## src/inc/dafc_defines.vh

```
`ifndef DAFC_DEFINES_VH
`define DAFC_DEFINES_VH
// Array sizes in bytes for the two variants.
`define DAFC_LARGE_A_BYTES   16384
`define DAFC_SMALL_A_BYTES   2048
`define DAFC_B_BYTES         16384
// Page size in bytes and lowest page address bit.
`define DAFC_PAGE_BYTES      512
`define DAFC_PAGE_LSB        9
// Operation lengths in flash timing clock cycles.
`define DAFC_T_BYTE_PROG     15'h0009
`define DAFC_T_BURST_PROG    15'h0004
`define DAFC_T_PAGE_ERASE    15'h0FA0
`define DAFC_T_MASS_ERASE    15'h4E20
// Command codes.
`define DAFC_CMD_BLANK       3'h0
`define DAFC_CMD_PROG        3'h1
`define DAFC_CMD_BURST       3'h2
`define DAFC_CMD_PAGE_ERASE  3'h3
`define DAFC_CMD_MASS_ERASE  3'h4
// Divider field layout and reset value.
`define DAFC_DIV_PRESCALE    6
`define DAFC_DIV_RESET       7'h00
// Bus cycles without a read before the arrays power down.
`define DAFC_IDLE_CYCLES     5'h10
`endif

```

## src/rtl/dafc_tick_gen.v

```verilog
`timescale 1ns/10ps
`default_nettype none
`include "dafc_defines.vh"
// Flash timing tick: bus clock, optional divide by 8, then divide by value plus one.
module dafc_tick_gen
(
   input  wire       core_clk,
   input  wire       arst_n,
   input  wire       run,
   input  wire [6:0] divider,
   output reg        tick
);
   reg [2:0] pre;
   reg [5:0] cnt;
   wire      pre_tick;

   // Prescaler passes every bus cycle or every eighth one.
   assign pre_tick = divider[`DAFC_DIV_PRESCALE] ? (pre == 3'h7) : 1'b1;

   // Counters run only while enabled so each operation starts aligned.
   always @(posedge core_clk or negedge arst_n)
   begin
      if (!arst_n)
      begin
         pre  <= 3'h0;
         cnt  <= 6'h00;
         tick <= 1'b0;
      end
      else if (!run)
      begin
         pre  <= 3'h0;
         cnt  <= 6'h00;
         tick <= 1'b0;
      end
      else
      begin
         pre  <= pre + 3'h1;
         tick <= 1'b0;
         if (pre_tick)
         begin
            if (cnt == divider[5:0])
            begin
               cnt  <= 6'h00;
               tick <= 1'b1;
            end
            else
               cnt <= cnt + 6'h01;
         end
      end
   end
endmodule
`default_nettype wire

```

## src/rtl/dafc_flash_ctrl.v

```verilog
// Functional notes
// - Reads from idle array never stall.
// - One command port; address selects array.
// - Never two program/erase operations at once.
// - Mass erase clears both arrays.
// - Blank check covers both arrays, one result.
// - One protection boundary, one security state.
// - Array sizes per variant.
// - Hardware times program and erase pulses.
// - Arrays power down between slow reads.
// - Divider written once; commands need loaded flag.
// - Operation lengths in timing clock cycles.
// - Page erase covers one 512-byte page.
// - Error and done status flags.
`timescale 1ns/10ps
`default_nettype none
`include "dafc_defines.vh"
module dafc_flash_ctrl
#(
   parameter SMALL_VARIANT = 0,
   parameter ADDR_W        = 15
)
(
   input  wire              core_clk,
   input  wire              arst_n,
   input  wire              div_wr,
   input  wire [6:0]        div_wdata,
   output wire [7:0]        flash_clock_divider,
   output wire              divider_loaded_flag,
   input  wire              cmd_launch,
   input  wire [2:0]        cmd_code,
   input  wire [ADDR_W-1:0] cmd_addr,
   input  wire              err_clear,
   input  wire              done_clear,
   output reg               access_error_flag,
   output reg               protect_error_flag,
   output reg               cmd_done,
   output reg               busy,
   output reg               blank_fail,
   input  wire [ADDR_W-1:0] prot_boundary,
   input  wire              secure,
   input  wire              rd_req,
   input  wire [ADDR_W-1:0] rd_addr,
   output reg               rd_valid,
   output reg               rd_invalid,
   output reg               pump_on,
   output reg [1:0]         erase_en,
   output reg [1:0]         prog_en,
   output reg [ADDR_W-1:0]  op_addr,
   output reg [1:0]         array_pwr,
   input  wire [1:0]        array_blank
);
   // =====================================================================
   // Constants and array decode
   // =====================================================================
   localparam ST_IDLE = 2'h0;
   localparam ST_RUN  = 2'h1;
   localparam ST_DONE = 2'h2;
   localparam [ADDR_W-1:0] A_BYTES = SMALL_VARIANT ? `DAFC_SMALL_A_BYTES
                                                   : `DAFC_LARGE_A_BYTES;
   localparam [ADDR_W:0] TOTAL = A_BYTES + `DAFC_B_BYTES;

   // Selects array B when the address lies above array A.
   function sel_b;
      input [ADDR_W-1:0] a;
      begin
         sel_b = (a >= A_BYTES);
      end
   endfunction

   // Address inside the joined memory.
   function in_range;
      input [ADDR_W-1:0] a;
      begin
         in_range = ({1'b0, a} < TOTAL);
      end
   endfunction

   reg [6:0]  div_val;
   reg        div_loaded;
   reg [1:0]  state;
   reg [2:0]  op_code;
   reg        op_b;
   reg [14:0] tick_cnt;
   reg [14:0] op_len;
   reg [4:0]  idle_cnt;
   wire       tick;
   wire       launch_ok;
   wire       prot_hit;

   assign flash_clock_divider = {div_loaded, div_val};
   assign divider_loaded_flag = div_loaded;

   // =====================================================================
   // Divider register
   // =====================================================================
   // First write loads value and flag; later writes, or writes while an
   // access error stands, are ignored.
   always @(posedge core_clk or negedge arst_n)
   begin
      if (!arst_n)
      begin
         div_val    <= `DAFC_DIV_RESET;
         div_loaded <= 1'b0;
      end
      else if (div_wr && !div_loaded && !access_error_flag)
      begin
         div_val    <= div_wdata;
         div_loaded <= 1'b1;
      end
   end

   // =====================================================================
   // Command acceptance
   // =====================================================================
   // Protection and security see both arrays as one address space.
   assign prot_hit  = secure || (cmd_addr >= prot_boundary) ||
                      !in_range(cmd_addr);
   assign launch_ok = cmd_launch && div_loaded && (state == ST_IDLE) &&
                      (cmd_code == `DAFC_CMD_BLANK || cmd_code == `DAFC_CMD_MASS_ERASE ||
                       !prot_hit);

   // Length of the accepted operation in timing ticks.
   always @*
   begin
      case (cmd_code)
         `DAFC_CMD_PROG:       op_len = `DAFC_T_BYTE_PROG;
         `DAFC_CMD_BURST:      op_len = `DAFC_T_BURST_PROG;
         `DAFC_CMD_PAGE_ERASE: op_len = `DAFC_T_PAGE_ERASE;
         `DAFC_CMD_MASS_ERASE: op_len = `DAFC_T_MASS_ERASE;
         default:              op_len = 15'h0001;
      endcase
   end

   dafc_tick_gen u_tick
   (
      .core_clk (core_clk),
      .arst_n   (arst_n),
      .run      (state == ST_RUN),
      .divider  (div_val),
      .tick     (tick)
   );

   // =====================================================================
   // Sequencer
   // =====================================================================
   // One operation at a time; pulses are counted in hardware ticks.
   always @(posedge core_clk or negedge arst_n)
   begin
      if (!arst_n)
      begin
         state    <= ST_IDLE;
         op_code  <= `DAFC_CMD_BLANK;
         op_b     <= 1'b0;
         op_addr  <= {ADDR_W{1'b0}};
         tick_cnt <= 15'h0000;
         busy     <= 1'b0;
         pump_on  <= 1'b0;
         erase_en <= 2'b00;
         prog_en  <= 2'b00;
      end
      else
      begin
         case (state)
            ST_IDLE:
            begin
               if (launch_ok)
               begin
                  state    <= ST_RUN;
                  busy     <= 1'b1;
                  op_code  <= cmd_code;
                  op_b     <= sel_b(cmd_addr);
                  tick_cnt <= op_len;
                  pump_on  <= (cmd_code != `DAFC_CMD_BLANK);
                  if (cmd_code == `DAFC_CMD_PAGE_ERASE)
                     op_addr <= {cmd_addr[ADDR_W-1:`DAFC_PAGE_LSB],
                                 {`DAFC_PAGE_LSB{1'b0}}};
                  else
                     op_addr <= cmd_addr;
                  case (cmd_code)
                     `DAFC_CMD_MASS_ERASE: erase_en <= 2'b11;
                     `DAFC_CMD_PAGE_ERASE:
                        erase_en <= sel_b(cmd_addr) ? 2'b10 : 2'b01;
                     `DAFC_CMD_PROG, `DAFC_CMD_BURST:
                        prog_en <= sel_b(cmd_addr) ? 2'b10 : 2'b01;
                     default: erase_en <= 2'b00;
                  endcase
               end
            end
            ST_RUN:
            begin
               if (tick)
               begin
                  if (tick_cnt == 15'h0001)
                  begin
                     state    <= ST_DONE;
                     pump_on  <= 1'b0;
                     erase_en <= 2'b00;
                     prog_en  <= 2'b00;
                  end
                  else
                     tick_cnt <= tick_cnt - 15'h0001;
               end
            end
            ST_DONE:
            begin
               state <= ST_IDLE;
               busy  <= 1'b0;
            end
            default:
               state <= ST_IDLE;
         endcase
      end
   end

   // =====================================================================
   // Status flags
   // =====================================================================
   // Hardware sets win over software clears.
   always @(posedge core_clk or negedge arst_n)
   begin
      if (!arst_n)
      begin
         access_error_flag  <= 1'b0;
         protect_error_flag <= 1'b0;
         cmd_done           <= 1'b0;
         blank_fail         <= 1'b0;
      end
      else
      begin
         if (cmd_launch && (!div_loaded || state != ST_IDLE))
            access_error_flag <= 1'b1;
         else if (err_clear)
            access_error_flag <= 1'b0;
         if (cmd_launch && div_loaded && state == ST_IDLE && !launch_ok)
            protect_error_flag <= 1'b1;
         else if (err_clear)
            protect_error_flag <= 1'b0;
         if (state == ST_DONE)
            cmd_done <= 1'b1;
         else if (done_clear || launch_ok)
            cmd_done <= 1'b0;
         if (state == ST_DONE && op_code == `DAFC_CMD_BLANK)
            blank_fail <= !(&array_blank);
      end
   end

   // =====================================================================
   // Read path and auto power-down
   // =====================================================================
   // Reads to the idle array pass; reads to the busy one are flagged.
   always @(posedge core_clk or negedge arst_n)
   begin
      if (!arst_n)
      begin
         rd_valid   <= 1'b0;
         rd_invalid <= 1'b0;
         idle_cnt   <= 5'h00;
         array_pwr  <= 2'b00;
      end
      else
      begin
         rd_valid   <= 1'b0;
         rd_invalid <= 1'b0;
         if (rd_req)
         begin
            idle_cnt <= 5'h00;
            array_pwr <= 2'b11;
            if (busy && (op_code == `DAFC_CMD_MASS_ERASE ||
                         (op_code != `DAFC_CMD_BLANK && sel_b(rd_addr) == op_b)))
               rd_invalid <= 1'b1;
            else
               rd_valid <= 1'b1;
         end
         else if (idle_cnt == `DAFC_IDLE_CYCLES)
            array_pwr <= 2'b00;
         else
            idle_cnt <= idle_cnt + 5'h01;
      end
   end
endmodule
`default_nettype wire

```

## config.mk

```make
export PLATFORM = sky130hd
export DESIGN_NAME = dafc_flash_ctrl
export DESIGN_NICKNAME = d
export VERILOG_FILES = /design/src/rtl/dafc_tick_gen.v /design/src/rtl/dafc_flash_ctrl.v
export VERILOG_INCLUDE_DIRS = /design/src /design/src/inc
export SDC_FILE = /design/constraint.sdc
export NUM_CORES = 1
export LEC_CHECK = 0
export BUFFER_PORTS_ARGS = -buffer_cell sky130_fd_sc_hd__clkbuf_2
export CAP_MARGIN = 20
export CORE_ASPECT_RATIO = 0.75
export CORE_MARGIN = 2
export CORE_UTILIZATION = 30
export DETAILED_ROUTE_END_ITERATION = 16
export HOLD_SLACK_MARGIN = 0.03
export SLEW_MARGIN = 20
export SYNTH_ARGS = -nofsm -noshare
export SYNTH_HDL_FRONTEND = slang
export SYNTH_SLANG_ARGS = --single-unit
```

## constraint.sdc

```tcl
create_clock -name core_clk -period 2.11 [get_ports core_clk]
set_clock_uncertainty 0.1 [all_clocks]
set_input_delay 0.3165 -clock core_clk [delete_from_list [all_inputs] [get_ports core_clk]]
set_output_delay 0.3165 -clock core_clk [all_outputs]
set_load 0.01 [all_outputs]
```

==> run metrics <==
status finished clean; Post-Place Worst Slack -376 ps; area delta synth->final 38.7%; headroom to the max-slew limit 0.632; DRC viols 0; DR WL/cell 14.4 um; Inserted Clock Buffers 9; Syn Nets 499; share of layout cells above drive strength 1 0.373; Via-to-Cell Ratio 4.87; I/O Buffers 88; DIE WIDTH 138 um; Mean Syn Cell Area 9.73 um^2; WP data required 2220 ps; RSZ-0062 raised after global routing yes; final hold vios 0; hpwl dp 7730 um; Sequential cell area 0.00180 mm^2; clock root buffer clkbuf_16; number of max-cap violations 0; DRT antenna net count 0; mux contribution to synthesized area 0.0574; Worst Hold Class in2reg; Syn Std Cell Area 0.00401 mm^2; first-pass GRT wire length 17,000 um; worst setup margin 46.2 ps; largest family of logic cells by synthesized area simple AND/OR/NAND/NOR gates; area share of fa/ha/maj cells after synthesis 0.0686; fin crit share 0.978; worst slew pin tran 550 ps; Starting DRT DRC Count 171; Core ar. 0.0130 mm^2; Worst VDD drop 0.434 mV; vias in the first global route 3,592; EDFF count, synth 0; area taken by multi-input logic gates 0.00219 mm^2; CP endpoint kind flop; worst skew pair latency 330 ps; CTS sink count 72; Placer Congestion 0.843; Synth Area in Simple Gates 0.190; Via Count 3,524; crit path DAT 2180 ps; CTS tree built; Setup violations, final 0; fin crit period 2060 ps; sequential fraction of the synthesis area 0.449; I/O Pins 103; Total Routing Usage GR 0.150; CP max FO 8; CP startpoint kind input pin; Clock Pin Slew Worst Setup and Hold Paths 60 ps; Pins Over Slew Limit 0; Compound-Gate Fraction of Synth Area 0.158; die area 0.0143 mm^2; Die Height 104 um; initial antenna violation count 0; post-synthesis cell count 412; Nets 635; Post-synth top flop dfrtp_1; Starting Density 0.308; pin count of the biggest net entering global routing 42; Post-Route WL 10,400 um; global route overflow 0; H-tree depth 3; post-synthesis async set-or-reset flop share 1.00; hold slack 60.8 ps; FP Rows 36; register-to-register setup slack 70 ps; Syn. warnings 0; Detailed Routing Iterations Pass 1 4; Total Power 4.04 mW; synth unique cells 59; fmax 0.485 GHz; ANT cells 0; setup TNS 0 ps; Leakage 2.61 nW; Crit Path Category in2reg; pwr dens 727 mW/mm^2; clock buffer depth 2; fill count 1,246; Yosys reg bits 72; Post-Synth XOR/XNOR Area 0.0306
per-layer routing:
metal	vias up	share of wire	GRT usage
li1	1731	-	-
met4	0	0.012	0.0479
met2	106	0.44	0.228
met1	1678	0.47	0.206
met5	-	0	0
met3	9	0.079	0.0434
final timing paths:
path                                     start       endpoint  cells past startpoint
max in group asynchronous               arst_n   tick_cnt[11]                      3
min in group asynchronous               arst_n     div_val[5]                      2
worst min register to register   u_tick.pre[0]  u_tick.pre[0]                      1
worst min-delay path            array_blank[1]     blank_fail                      2
worst max register to register     tick_cnt[0]    tick_cnt[8]                      9
worst max-delay path               cmd_addr[8]    op_addr[13]                      9
cells in the final DEF, fill, tap and decap left out, types with 7 or more instances in the layout:
cell        n
clkbuf_2   81
dfrtp_1    72
buf_4      47
nor2_1     42
nand2_1    31
a21oi_1    26
inv_1      21
o21ai_0    21
ha_1       16
o21ai_1    15
nor3_1     14
mux2_4     10
nand3_1    10
buf_6      10
clkbuf_16   9
xnor2_1     8
mux2_2      7
kinds of logic after synthesis:
family / Yosys count
compound gates: 98
xor+xnor: 14
fa+ha+maj: 22
buf+inv: 41
flops: 72
mux: 19
simple gates: 146
state kept, by name, indices dropped and copies added (netlist names), 2 cells and up:
signal      count
div_val         7
tick_cnt       15
prog_en         2
state           2
erase_en        2
u_tick.cnt      6
op_addr        15
op_code         3
idle_cnt        5
u_tick.pre      3
cell type report:
cell class / instances / area share
inverter: 25 / 0.0205
tap: 171 / 0.0385
timing repair buffer: 141 / 0.166
sequential: 72 / 0.324
clock buffer: 10 / 0.0430
clock inverter: 5 / 0.0146
multi-input combinational: 299 / 0.394
synth_stat cells (7+ instances only):
cell      count  area (um^2)
a21oi_1      26          130
clkbuf_1      7         26.3
dfrtp_1      72         1800
ha_1         22          275
inv_1        25         93.8
mux2_2        8         90.1
nand2_1      31          116
nand3_1      11         55.1
nor2_1       44          165
nor3_1       15         75.1
o21ai_0      21          105
o21ai_1      16         80.1
o31ai_1       7         52.6
xnor2_1       8         70.1
critical path: stages:
cell and delay [ps]:
buf_4 130, ha_4 250, nand4_1 170, nor4_4 370, a211oi_4 70, buf_4 150
o211ai_4 250, buf_12 170, mux2_4 300
metrics by stage:
step / instances / utilization / area [um^2]
after floorplan: 412 / - / 4120
after global placement: 701 / 0.389 / 5060
after detailed placement: 701 / 0.389 / 5060
after CTS: 721 / 0.418 / 5440
after global routing: 723 / 0.427 / 5560
final: 723 / 0.427 / 5560
timing repair:
item	in CTS	in global routing
buffers inserted	4	2
setup endpoints to repair	13	23
gates resized for setup	4	28
hold endpoints to repair	31	0
gates cloned	0	0
pin swaps	4	8
hold buffers	1	0
where the power goes:
| part | internal (mW) | switching [mW] |
|---|---|---|
| clock | 1.06 | 0.583 |
| sequential | 1.49 | 0.119 |
| combinational | 0.404 | 0.386 |
| total | 2.96 | 1.09 |
Power figures use the tool's default switching activity.
